[config.mk]
export PLATFORM = sky130hd
export DESIGN_NAME = smce_engine
export DESIGN_NICKNAME = d
export VERILOG_FILES = /design/src/rtl/smce_engine.v
export VERILOG_INCLUDE_DIRS = /design/src /design/src/rtl
export SDC_FILE = /design/constraint.sdc
export NUM_CORES = 2
export LEC_CHECK = 0
export BUFFER_PORTS_ARGS = -buffer_cell sky130_fd_sc_hd__buf_2
export CORE_UTILIZATION = 30
export DETAILED_ROUTE_END_ITERATION = 12
export PLACE_DENSITY_LB_ADDON = 0.25
export SLEW_MARGIN = 25
export SYNTH_ARGS = -nofsm -noshare
export SYNTH_HDL_FRONTEND = slang
export SYNTH_SLANG_ARGS = --single-unit
[constraint.sdc]
create_clock -name clk -period 26.6 [get_ports clk]
set_clock_uncertainty 0.1 [all_clocks]
set_input_delay 5.32 -clock clk [delete_from_list [all_inputs] [get_ports clk]]
set_output_delay 5.32 -clock clk [all_outputs]
set_load 0.05 [all_outputs]
[src/rtl/smce_defines.vh]
// Constants for the SPI master command engine: opcodes, IO modes, limits.
// Assumes a 40 MHz system clock; included by bare name from rtl/.
`ifndef SMCE_DEFINES_VH
`define SMCE_DEFINES_VH
// Command opcodes
`define SMCE_OP_DRIVE 3'h0
`define SMCE_OP_SELECT 3'h1
`define SMCE_OP_CYC_GAP 3'h2
`define SMCE_OP_TIME_GAP 3'h3
`define SMCE_OP_STREAM_OUT 3'h4
`define SMCE_OP_REPEAT_OUT 3'h5
`define SMCE_OP_STREAM_IN 3'h6
// IO modes
`define SMCE_IO_SINGLE 2'h0
`define SMCE_IO_TWO 2'h1
`define SMCE_IO_FOUR 2'h2
// Clock period in ns and time-gap ceiling (2 s)
`define SMCE_CLK_NS 32'd25
`define SMCE_NS_MAX 32'd2000000000
// Word length bounds
`define SMCE_WS_MIN 6'd2
`define SMCE_WS_MAX 6'd32
// One command: 1 MB in bits; one queue: 64 MB - 1 in bytes
`define SMCE_CMD_BITS_MAX 38'h0000800000
`define SMCE_Q_BYTES_MAX 36'h003ffffff
// Power-on clock: 1000 kHz, half period 20 system clocks
`define SMCE_RATE_DEF 17'd1000
`define SMCE_HALF_DEF 10'd20
`define SMCE_RATE_MIN 17'd31
// FSM states
`define SMCE_ST_IDLE 3'h0
`define SMCE_ST_DELAY 3'h1
`define SMCE_ST_LOAD 3'h2
`define SMCE_ST_SHIFT 3'h3
`define SMCE_ST_GAP 3'h4
`endif

[src/rtl/smce_engine.v]
// SPI master command engine: runs host commands onto an SPI bus.
// Assumes commands arrive in order on the clk domain; io_in comes from pins.
// Summary of operation
// - Master clock mode must match the slave's mode.
// - No master command is taken while the slave function is enabled.
// - One command carries at most 1 MB; one queue at most 64 MB-1.
// - Four clock modes fix idle polarity and sampling edge.
// - Bit order picks high-first or low-first for send and receive.
// - Each select polarity bit: 1 active high, 0 active low.
// - Word gap is 0 or above 1 clock; none after the last word.
// - Enable mask gives each shared pin to select (1) or GPIO (0).
// - Drive command enables outputs on 1, releases them on 0.
// - Select command: 1 asserts, 0 deasserts, bit 0 is line 0.
// - Clock rate after reset is 1000 kHz.
// - Rate maps to a discrete rate not above request, at least 31 kHz.
// - Rate request of 0 changes nothing, only reports current rate.
// - Cycle gap idles the bus N clock periods, reports N.
// - Time gap rounds up to whole periods, reports applied ns.
// - Time gap of 0 or over 2 s queues no delay.
// - Word length is 2 to 32 bits.
// - Words are continuous bit concatenation; packing done by the host.
// - IO modes: single full duplex, two-line, four-line.
// - Repeat command sends one word value N times.
// - Commands run on the bus in the order taken.
// - Received words and their count return with the response.
// - Two/four-line read clocks with all data lines as inputs.
`include "smce_defines.vh"
`default_nettype none
module smce_engine (
  input wire clk,
  input wire nrst,
  input wire slave_en,
  input wire [1:0] clock_mode,
  input wire lsb_first,
  input wire [7:0] ss_polarity,
  input wire [7:0] ss_enable,
  input wire [7:0] gpio_out,
  input wire [7:0] gpio_oe_n,
  input wire [15:0] word_gap,
  input wire rate_req_valid,
  input wire [16:0] rate_req_khz,
  output wire [16:0] rate_khz,
  input wire queue_begin,
  input wire cmd_valid,
  output wire cmd_ready,
  input wire [2:0] cmd_op,
  input wire [1:0] cmd_io,
  input wire [5:0] cmd_wsize,
  input wire [31:0] cmd_count,
  input wire [31:0] cmd_arg,
  output wire cmd_reject,
  input wire tx_valid,
  output wire tx_ready,
  input wire [31:0] tx_word,
  output wire rx_valid,
  output wire [31:0] rx_word,
  output wire resp_valid,
  output wire [31:0] resp_value,
  output wire [31:0] resp_words,
  output wire sclk,
  output wire sclk_oe_n,
  output wire [7:0] ss_pin_out,
  output wire [7:0] ss_pin_oe_n,
  input wire [3:0] io_in,
  output wire [3:0] io_out,
  output wire [3:0] io_oe_n
);
  // Discrete rates: {rate kHz, half period in clocks}, not above request except requests below 31, which get 31
  function [26:0] rate_pick;
    input [16:0] req;
    begin
      if (req >= 17'd20000) rate_pick = {17'd20000, 10'd1};
      else if (req >= 17'd10000) rate_pick = {17'd10000, 10'd2};
      else if (req >= 17'd5000) rate_pick = {17'd5000, 10'd4};
      else if (req >= 17'd4000) rate_pick = {17'd4000, 10'd5};
      else if (req >= 17'd2000) rate_pick = {17'd2000, 10'd10};
      else if (req >= `SMCE_RATE_DEF) rate_pick = {`SMCE_RATE_DEF, `SMCE_HALF_DEF};
      else if (req >= 17'd500) rate_pick = {17'd500, 10'd40};
      else if (req >= 17'd250) rate_pick = {17'd250, 10'd80};
      else if (req >= 17'd125) rate_pick = {17'd125, 10'd160};
      else if (req >= 17'd50) rate_pick = {17'd50, 10'd400};
      else rate_pick = {`SMCE_RATE_MIN, 10'd645};
    end
  endfunction
  // Lines per clock cycle for an IO mode
  function [2:0] lanes;
    input [1:0] io;
    begin
      case (io)
        `SMCE_IO_TWO: lanes = 3'd2;
        `SMCE_IO_FOUR: lanes = 3'd4;
        default: lanes = 3'd1;
      endcase
    end
  endfunction
  // Chunk driven this cycle; highest bit goes on highest line
  function [3:0] tx_chunk;
    input [31:0] sr;
    input [2:0] bw;
    input lsb;
    reg [31:0] hi;
    begin
      hi = sr >> (6'd32 - {3'h0, bw});
      tx_chunk = (lsb ? sr[3:0] : hi[3:0]) & ((4'h1 << bw) - 4'h1);
    end
  endfunction
  // Low-bit mask for a word length
  function [31:0] wmask;
    input [5:0] ws;
    begin
      wmask = (ws >= `SMCE_WS_MAX) ? 32'hffffffff : ((32'h1 << ws) - 32'h1);
    end
  endfunction
  // Reset release through two flops
  reg rst_m_q, rst_n_q;
  always @(posedge clk or negedge nrst) begin
    if (!nrst) begin
      rst_m_q <= 1'b0;
      rst_n_q <= 1'b0;
    end else begin
      rst_m_q <= 1'b1;
      rst_n_q <= rst_m_q;
    end
  end
  // Pin input synchroniser
  reg [3:0] io_m_q, io_s_q;
  always @(posedge clk or negedge rst_n_q) begin
    if (!rst_n_q) begin
      io_m_q <= 4'h0;
      io_s_q <= 4'h0;
    end else begin
      io_m_q <= io_in;
      io_s_q <= io_m_q;
    end
  end
  reg [2:0] st_q, op_q;
  reg [1:0] io_q;
  reg [5:0] ws_q, cyc_q, pad_q, lsh_q;
  reg [9:0] hc_q, half_q;
  reg ph_q, nsm_q, out_en_q, rej_q, rxv_q, rspv_q, sclk_q;
  reg [31:0] wcnt_q, wrx_q, arg_q, sr_q, rx_q, rem_q, acc_q;
  reg [31:0] rxw_q, rspval_q, rspw_q;
  reg [16:0] rate_q;
  reg [7:0] ss_act_q, ss_out_q, ss_oe_n_q;
  reg [3:0] io_out_q, io_oe_n_q;
  reg [25:0] qbytes_q;
  wire cpol = clock_mode[1];
  wire cpha = clock_mode[0];
  wire [2:0] bw = lanes(io_q);
  wire half_end = (hc_q == half_q - 10'd1);
  wire [37:0] bits = {32'h0, cmd_wsize} * {6'h0, cmd_count};
  wire [34:0] nbytes = bits[37:3] + {34'h0, |bits[2:0]};
  wire [35:0] qsum = {10'h0, qbytes_q} + {1'b0, nbytes};
  wire xfer_cmd = (cmd_op >= `SMCE_OP_STREAM_OUT) && (cmd_op <= `SMCE_OP_STREAM_IN);
  wire bad_len = (cmd_wsize < `SMCE_WS_MIN) || (cmd_wsize > `SMCE_WS_MAX);
  wire too_big = (bits > `SMCE_CMD_BITS_MAX) || (qsum > `SMCE_Q_BYTES_MAX);
  wire bad_cmd = xfer_cmd && (bad_len || too_big || cmd_count == 32'h0);
  wire [31:0] per_ns = {21'h0, half_q, 1'b0} * `SMCE_CLK_NS;
  wire [31:0] step = nsm_q ? per_ns : 32'h1;
  wire [3:0] rx_chunk = (io_q == `SMCE_IO_SINGLE) ? {3'h0, io_s_q[1]} :
                        (io_s_q & ((4'h1 << bw) - 4'h1));
  wire [31:0] rx_next = lsb_first ? ((rx_q >> bw) | ({28'h0, rx_chunk} << (6'd32 - {3'h0, bw})))
                                  : ((rx_q << bw) | {28'h0, rx_chunk});
  wire [31:0] rx_fin = (lsb_first ? (rx_q >> lsh_q) : (rx_q >> pad_q)) & wmask(ws_q);
  wire [2:0] cbw = lanes(cmd_io);
  wire [5:0] ccyc = (cmd_io == `SMCE_IO_FOUR) ? ((cmd_wsize + 6'd3) >> 2) :
                    (cmd_io == `SMCE_IO_TWO) ? ((cmd_wsize + 6'd1) >> 1) : cmd_wsize;
  wire [5:0] cspan = (cmd_io == `SMCE_IO_FOUR) ? {ccyc[3:0], 2'h0} :
                     (cmd_io == `SMCE_IO_TWO) ? {ccyc[4:0], 1'b0} : ccyc;
  wire [31:0] src = (op_q == `SMCE_OP_STREAM_OUT) ? tx_word :
                    (op_q == `SMCE_OP_REPEAT_OUT) ? arg_q : 32'h0;
  wire [31:0] ld = lsb_first ? src : (src << (6'd32 - ws_q));
  wire in_only = (op_q == `SMCE_OP_STREAM_IN) && (io_q != `SMCE_IO_SINGLE);
  wire [3:0] drv = in_only ? 4'h0 :
                   (io_q == `SMCE_IO_FOUR) ? 4'hf : (io_q == `SMCE_IO_TWO) ? 4'h3 : 4'h1;
  wire gap_on = (word_gap > 16'h1);
  assign cmd_ready = (st_q == `SMCE_ST_IDLE) && !slave_en && rst_n_q;
  assign tx_ready = (st_q == `SMCE_ST_LOAD) && (op_q == `SMCE_OP_STREAM_OUT);
  wire load_go = (st_q == `SMCE_ST_LOAD) && (op_q != `SMCE_OP_STREAM_OUT || tx_valid);
  // Command sequencer, shifter and delay timer
  always @(posedge clk or negedge rst_n_q) begin
    if (!rst_n_q) begin
      st_q <= `SMCE_ST_IDLE;
      op_q <= 3'h0;
      io_q <= 2'h0;
      ws_q <= 6'h0;
      cyc_q <= 6'h0;
      pad_q <= 6'h0;
      lsh_q <= 6'h0;
      hc_q <= 10'h0;
      half_q <= `SMCE_HALF_DEF;
      rate_q <= `SMCE_RATE_DEF;
      ph_q <= 1'b0;
      nsm_q <= 1'b0;
      out_en_q <= 1'b0;
      rej_q <= 1'b0;
      rxv_q <= 1'b0;
      rspv_q <= 1'b0;
      sclk_q <= 1'b0;
      wcnt_q <= 32'h0;
      wrx_q <= 32'h0;
      arg_q <= 32'h0;
      sr_q <= 32'h0;
      rx_q <= 32'h0;
      rem_q <= 32'h0;
      acc_q <= 32'h0;
      rxw_q <= 32'h0;
      rspval_q <= 32'h0;
      rspw_q <= 32'h0;
      ss_act_q <= 8'h0;
      io_out_q <= 4'h0;
      io_oe_n_q <= 4'hf;
      qbytes_q <= 26'h0;
    end else begin
      rej_q <= 1'b0;
      rxv_q <= 1'b0;
      rspv_q <= 1'b0;
      if (rate_req_valid && rate_req_khz != 17'h0) begin
        {rate_q, half_q} <= rate_pick(rate_req_khz);
      end
      if (queue_begin) qbytes_q <= 26'h0;
      case (st_q)
        `SMCE_ST_IDLE: begin
          sclk_q <= cpol;
          io_out_q <= 4'h0;
          io_oe_n_q <= {3'h7, ~out_en_q};
          hc_q <= 10'h0;
          ph_q <= 1'b0;
          if (cmd_valid && cmd_ready) begin
            op_q <= cmd_op;
            io_q <= cmd_io;
            ws_q <= cmd_wsize;
            arg_q <= cmd_arg;
            wcnt_q <= cmd_count;
            wrx_q <= 32'h0;
            acc_q <= 32'h0;
            rem_q <= cmd_arg;
            cyc_q <= ccyc;
            pad_q <= cspan - cmd_wsize;
            lsh_q <= 6'd32 - cspan;
            nsm_q <= (cmd_op == `SMCE_OP_TIME_GAP);
            if (bad_cmd) begin
              rej_q <= 1'b1;
            end else if (xfer_cmd) begin
              qbytes_q <= qsum[25:0];
              st_q <= `SMCE_ST_LOAD;
            end else begin
              case (cmd_op)
                `SMCE_OP_DRIVE: begin
                  out_en_q <= cmd_arg[0];
                  rspv_q <= 1'b1;
                  rspval_q <= {31'h0, cmd_arg[0]};
                end
                `SMCE_OP_SELECT: begin
                  ss_act_q <= cmd_arg[7:0];
                  rspv_q <= 1'b1;
                  rspval_q <= {24'h0, cmd_arg[7:0]};
                end
                `SMCE_OP_CYC_GAP, `SMCE_OP_TIME_GAP: begin
                  if (cmd_arg == 32'h0 ||
                      (cmd_op == `SMCE_OP_TIME_GAP && cmd_arg > `SMCE_NS_MAX)) begin
                    rspv_q <= 1'b1;
                    rspval_q <= 32'h0;
                  end else begin
                    st_q <= `SMCE_ST_DELAY;
                  end
                end
                default: rej_q <= 1'b1;
              endcase
            end
          end
        end
        `SMCE_ST_DELAY, `SMCE_ST_GAP: begin
          // One serial period per step; time gap rounds up to whole periods
          hc_q <= half_end ? 10'h0 : hc_q + 10'd1;
          if (half_end) ph_q <= ~ph_q;
          if (half_end && ph_q) begin
            if (st_q == `SMCE_ST_GAP) begin
              rem_q <= rem_q - 32'h1;
              if (rem_q == 32'h1) st_q <= `SMCE_ST_LOAD;
            end else begin
              acc_q <= acc_q + step;
              rem_q <= rem_q - step;
              if (rem_q <= step) begin
                st_q <= `SMCE_ST_IDLE;
                rspv_q <= 1'b1;
                rspval_q <= acc_q + step;
              end
            end
          end
        end
        `SMCE_ST_LOAD: begin
          hc_q <= 10'h0;
          ph_q <= 1'b0;
          if (load_go) begin
            sr_q <= ld;
            rx_q <= 32'h0;
            cyc_q <= (io_q == `SMCE_IO_FOUR) ? ((ws_q + 6'd3) >> 2) :
                     (io_q == `SMCE_IO_TWO) ? ((ws_q + 6'd1) >> 1) : ws_q;
            io_out_q <= tx_chunk(ld, bw, lsb_first);
            io_oe_n_q <= ~(drv & {4{out_en_q}});
            sclk_q <= cpol ^ cpha;
            st_q <= `SMCE_ST_SHIFT;
          end
        end
        `SMCE_ST_SHIFT: begin
          hc_q <= half_end ? 10'h0 : hc_q + 10'd1;
          if (half_end && !ph_q) begin
            ph_q <= 1'b1;
            rx_q <= rx_next; // Sample at mid bit
            sclk_q <= cpol ^ ~cpha;
          end else if (half_end) begin
            ph_q <= 1'b0;
            cyc_q <= cyc_q - 6'd1;
            if (cyc_q == 6'd1) begin
              sclk_q <= cpol;
              rxv_q <= 1'b1;
              rxw_q <= rx_fin;
              wrx_q <= wrx_q + 32'h1;
              wcnt_q <= wcnt_q - 32'h1;
              rem_q <= {16'h0, word_gap};
              if (wcnt_q == 32'h1) begin
                st_q <= `SMCE_ST_IDLE;
                rspv_q <= 1'b1;
                rspval_q <= wrx_q + 32'h1;
              end else begin
                st_q <= gap_on ? `SMCE_ST_GAP : `SMCE_ST_LOAD;
              end
            end else begin
              sr_q <= lsb_first ? (sr_q >> bw) : (sr_q << bw);
              io_out_q <= tx_chunk(lsb_first ? (sr_q >> bw) : (sr_q << bw), bw, lsb_first);
              sclk_q <= cpol ^ cpha;
            end
          end
        end
        default: st_q <= `SMCE_ST_IDLE;
      endcase
    end
  end
  // Shared select/GPIO pins with per-line polarity
  always @(posedge clk or negedge rst_n_q) begin
    if (!rst_n_q) begin
      ss_out_q <= 8'h0;
      ss_oe_n_q <= 8'hff;
    end else begin
      ss_out_q <= (ss_enable & ~(ss_act_q ^ ss_polarity)) | (~ss_enable & gpio_out);
      ss_oe_n_q <= (ss_enable & {8{~out_en_q}}) | (~ss_enable & gpio_oe_n);
    end
  end
  assign rate_khz = rate_q;
  assign cmd_reject = rej_q;
  assign rx_valid = rxv_q;
  assign rx_word = rxw_q;
  assign resp_valid = rspv_q;
  assign resp_value = rspval_q;
  assign resp_words = wrx_q;
  assign sclk = sclk_q;
  assign sclk_oe_n = ~out_en_q;
  assign ss_pin_out = ss_out_q;
  assign ss_pin_oe_n = ss_oe_n_q;
  assign io_out = io_out_q;
  assign io_oe_n = io_oe_n_q;
endmodule // smce_engine
`default_nettype wire

After elaboration in Yosys (flattened, before gate mapping)
Cells that the tools add are included.

operators by class
  multipliers = 2
  add/sub/neg operators = 20
  mux-type cells = 138
  div/mod/pow operators = 0
  reductions and logical operators = 58
  $lt $le $gt $ge = 20
  bitwise operators = 25
  shift-type cells = 12
  eq/ne operators = 40

operator list
  operator                                                          count
  two-way mux 32 bit                                                40
  case mux 32 bit (2 select lines)                                  5
  case mux 32 bit (3 select lines)                                  3
  two-way mux 26 bit                                                5
  subtractor 32 x 1 -> 32 bit (second input constant)               3
  == test 32 x 1 -> 1 bit (second input constant)                   2
  zero test 32 bit                                                  2
  left shift 32 x 3 -> 32 bit                                       2
  >> shifter 32 x 3 -> 32 bit                                       2
  >> shifter 32 x 6 -> 32 bit                                       2
  >> shifter 32 x 6 -> 4 bit                                        2
  two-way mux 6 bit                                                 10
  two-way mux 27 bit                                                2
  two-way mux 3 bit                                                 15
  two-way mux 4 bit                                                 10
  greater-than comparator 38 x 24 -> 1 bit (second input constant)  1
  multiplier 6 x 32 -> 38 bit                                       1
  adder 26 x 35 -> 36 bit                                           1
  greater-than comparator 36 x 26 -> 1 bit (second input constant)  1
  adder 35 x 1 -> 35 bit                                            1
  adder 32 x 1 -> 32 bit (second input constant)                    1
  adder 32 x 16 -> 32 bit                                           1
  AND 32 bit                                                        1
  AND 8 bit                                                         4
  other kinds (91)                                                  198

storage, ports and cells
  latch bits = 0
  bits in registers = 432
  output and inout bits = 144
  RAM bits = 0
  word-level logic and storage cells = 351
  bits in read-only memories = 0
  memories = 0

Depth between registers and ports, before layout
  depth in word-level cells = 12
  gate-level depth with buffers = 35
  mapped depth without buffers = 30

Least setup slack after synthesis
No wires, ideal clock.

  path type = flip-flop to output port
  from = register rst_n_q
  to = output cmd_ready
  path buffers = 0
  setup slack = 10.152 ns
  stages on the path, launching flop included = 2
  required time = 21.180 ns
  arrival = 11.028 ns
  cells stage by stage = dfrtp_1 nor3b_1

on the way
  word-level cells in the longest chain between the ends = 1

RTL lines
  item                    RTL line           text
  start, declared         smce_engine.v:115  reg rst_m_q, rst_n_q;
  start signal, assigned  smce_engine.v:122  rst_n_q <= rst_m_q;
  logical AND 1 bit       smce_engine.v:177  assign cmd_ready = (st_q == `SMCE_ST_IDLE) && !slave_en && rst_n_q;
  end, declared           smce_engine.v:45   output wire cmd_ready,

No other way between the ends.

Worst setup path after layout
  from = input cmd_wsize[3]
  to = register qbytes_q[0]

on the way
  word-level cells in the longest chain between the ends = 11

RTL lines
  item                                                RTL line           text
  start, declared                                     smce_engine.v:48   input wire [5:0] cmd_wsize,
  multiplier 6 x 32 -> 38 bit                         smce_engine.v:151  wire [37:0] bits = {32'h0, cmd_wsize} * {6'h0, cmd_count};
  adder 35 x 1 -> 35 bit                              smce_engine.v:152  wire [34:0] nbytes = bits[37:3] + {34'h0, |bits[2:0]};
  adder 26 x 35 -> 36 bit                             smce_engine.v:153  wire [35:0] qsum = {10'h0, qbytes_q} + {1'b0, nbytes};
  greater-than comparator 36 x 26 -> 1 bit (no line)  --
  logical OR 1 bit                                    smce_engine.v:156  wire too_big = (bits > `SMCE_CMD_BITS_MAX) || (qsum > `SMCE_Q_BYTES_MAX);
  logical OR 1 bit (2 in a row)                       smce_engine.v:157  wire bad_cmd = xfer_cmd && (bad_len || too_big || cmd_count == 32'h0);
  logical AND 1 bit                                   smce_engine.v:157
  two-way mux 26 bit *                                smce_engine.v:242  if (bad_cmd) begin
  two-way mux 26 bit *                                smce_engine.v:229  if (cmd_valid && cmd_ready) begin
  two-way mux 26 bit *                                smce_engine.v:222  case (st_q)
  end signal, assigned                                smce_engine.v:245  qbytes_q <= qsum[25:0];
  end, declared                                       smce_engine.v:146  reg [25:0] qbytes_q;

Mark *: on every way between the ends. The rest lies on a longest branch, timed or not.
A chain may end at the register's enable or synchronous reset.

==> impl_metrics.ini <==
[power_and_ir_drop]
p_leak_uw = 0.0206
switching_share = 0.540
p_int_uw = 2580
p_comb_frac = 0.664
switching_power_uw = 3030
power_density_mw_per_mm2 = 118
peakVddDrop_uv = 80.5
p_seq_frac = 0.190
totalPowerFinal_uw = 5610
pwr-share-clk = 0.145

[place]
placed_area_mm2 = 0.0454
hpwlAfterDp_mm = 118
port_buffers = 327
gp_congestion = 0.920

[critical_path]
critPathArrivalTime_ps = 14410
worstRegToRegCells = 27
r2r_start = half_q[2]$_DFFE_PN1P_
setup.worst_path.start_class = input pin
crit_path_end_kind = flop
cp_max_fo = 41
criticalPathCategory = input pin to flop
endpoint = qbytes_q[0]$_DFF_PN0_
slowest_stage = nand3_2
r2r-end = resp_value[16]$_DFFE_PN0P_
r2r_slack_ps = 19540
slowest_delay_ps = 780
startpoint = cmd_wsize[3]
worst_ep_required_time_ps = 27020

[synthesis]
synth_area_leaders = dfrtp_1, nand2_1, fa_1
yosysTopAreaCell = dfrtp_1
synth_area_mm2 = 0.0421
netlist_instances = 5397
synth-edff-count = 0
postSynthAreaPerCell_um2 = 7.80
ys_seq_area_frac = 0.256
ys_top_cells_by_count = nand2_1, nor2_1, o21ai_0, dfrtp_1, a21oi_1
yosys.area.top_type_share = 0.244
netlist-cell-type-count = 103
ys_seq_elements = 429
ys_warn_count = 0
yosysMostFrequentCell = nand2_1
synthFlopType = dfrtp_1
synthArstFlopShare = 1.00

[timing]
post-route-period-util = 0.526
worst_slew_pin_slew_ps = 1100
fmax_ghz = 0.0715
fin_crit_ps = 13990
grt_setup_unrepaired = no
relSlewSlack = 0.258
maxSlewViolCount = 0
fin_setup_tns_ps = 0
finalHoldViolations = 0
finalSetupViolCount = 0

[routing]
first_iter_violations = 4024
vias_per_cell = 5.51
num_vias = 40900
wire_per_inst_um = 21.2
drc = 0
firstDrtPassIters = 6
ant_nets = 0
routed_wl_mm = 158

[clock_tree]
cts.sinks = 429
clk_pin_slew_ps = 60
cts_resized = 0
cts-root-buf = clkbuf_16
cts_hold_buf = 0
cts_max_level = 2
cts_tree = built
cts_made_buffers = 58
clk_latency_ps = 710
cts_max_path_buffers = 3
cts_setup_buffers = 0

[floorplan]
die_x_um = 376
core_mm2 = 0.139
die_y_um = 376
dieArea_mm2 = 0.142
num_io_pins = 330
start_util = 0.302
rows = 137

[hold_path]
hp-class = flop to asynchronous set/reset pin

[layout]
fin_nets = 5997
fillers = 14800
final_util = 0.340
area_delta_synth_final_pct = 12.6
finalInstanceArea_mm2 = 0.0474
drive_gt1_frac = 0.125

[grt]
grt_max_degree = 112
grt_pass1_vias = 39000
grt_use_total = 0.217
grt_pass1_wl_mm = 242
grt-ovfl-total = 0
antenna_found_initial = 21

[outcome]
status = completed

[run]
maxCapViolCount = 0
==> per-stage QoR <==
step	hold WS, ps	cells	setup WS, ps
after floorplan	231	5398	10150
after global routing	134	7422	11800
after CTS	143	7420	12670
after detailed placement	152	7313	11960
after global placement	154	7313	12210
final	127	7428	12610
==> worst min path at each step <==
| stage | to | slack [ps] | cells past startpoint |
|---|---|---|---|
| floorplan | io_s_q[0]$_DFF_PN0_ | 230 | 0 |
| global placement | wcnt_q[13]$_DFFE_PN0P_ | 150 | 0 |
| detailed placement | wcnt_q[14]$_DFFE_PN0P_ | 150 | 0 |
| CTS | wcnt_q[14]$_DFFE_PN0P_ | 140 | 0 |
| global route | wcnt_q[14]$_DFFE_PN0P_ | 130 | 0 |
| finish | wcnt_q[14]$_DFFE_PN0P_ | 130 | 0 |
==> power by group through the flow <==
stage | clock, uW | sequential, uW | combinational (uW)
2_1_floorplan | 0 | 1140 | 2590
3_3_place_gp | 0 | 1070 | 3660
3_5_place_dp | 0 | 1070 | 3670
4_1_cts | 843 | 1060 | 3680
5_1_grt | 862 | 1090 | 4080
6_report | 814 | 1070 | 3730
==> area by class of cell <==
class	instances	area (um^2)	share of cell area
diodes	7	17.5	0.000370
clock buffers	80	1640	0.0347
well taps	1876	2350	0.0495
repair buffers	395	2200	0.0464
clock inverters	27	325	0.00687
inverters	287	1080	0.0227
flip-flops and latches	429	10800	0.227
multi-input cells	4327	29000	0.612
==> layer usage <==
metal / track usage / vias to the layer above / part of all wire
li1: - / 19400 / -
met2: 0.354 / 1339 / 0.47
met1: 0.295 / 20000 / 0.44
met5: 0 / - / 0.00036
met3: 0.0326 / 224 / 0.064
met4: 0.0614 / 10 / 0.029
==> cells in the final DEF (no fill, tap or decap), types with 18 or more instances in the layout <==
master / Yosys / final
a211o_1: 18 / 18
a211oi_1: 101 / 100
a21o_1: 40 / 40
a21oi_1: 331 / 330
a221oi_1: 24 / 24
a22oi_1: 25 / 25
a311oi_1: 19 / 19
a31oi_1: 59 / 59
and2_1: 162 / 161
and3_1: 40 / 40
buf_2: 5 / 326
buf_4: 9 / 65
clkbuf_16: 0 / 58
dfrtp_1: 410 / 407
dfstp_2: 19 / 19
fa_1: 130 / 130
ha_1: 183 / 180
inv_1: 280 / 279
mux2_2: 74 / 74
mux2i_1: 190 / 186
mux4_2: 21 / 21
nand2_1: 799 / 795
nand2b_1: 74 / 74
nand3_1: 128 / 127
nand4_1: 40 / 40
nor2_1: 441 / 439
nor2b_1: 45 / 45
nor3_1: 159 / 158
nor4_1: 52 / 52
o211ai_1: 69 / 69
o21a_1: 35 / 35
o21ai_0: 432 / 431
o22ai_1: 24 / 23
o311ai_0: 19 / 19
o31ai_1: 81 / 80
or3_1: 41 / 41
xnor2_1: 122 / 122
xor2_1: 91 / 90
==> critical path: cells and delay by family <==
kind / cells / cell delay [ps]
AND/OR/NAND/NOR: 9 / 2760
multiplexers: 1 / 580
XOR/XNOR: 4 / 820
adder cells (fa/ha/maj): 5 / 2250
AO/OA/AOI/OAI: 8 / 1900
buffers and inverters: 3 / 720
==> kinds of logic after synthesis <==
| logic type | count (synthesis) | share of synthesized area |
|---|---|---|
| AND/OR/NAND/NOR | 2067 | 0.229 |
| AO/OA/AOI/OAI | 1444 | 0.218 |
| buffers and inverters | 642 | 0.0592 |
| flip-flops | 429 | 0.256 |
| adder cells (fa/ha/maj) | 313 | 0.116 |
| multiplexers | 287 | 0.0770 |
| XOR/XNOR | 213 | 0.0443 |
| other | 2 | 0.000178 |
(Power assumes the default switching activity.)
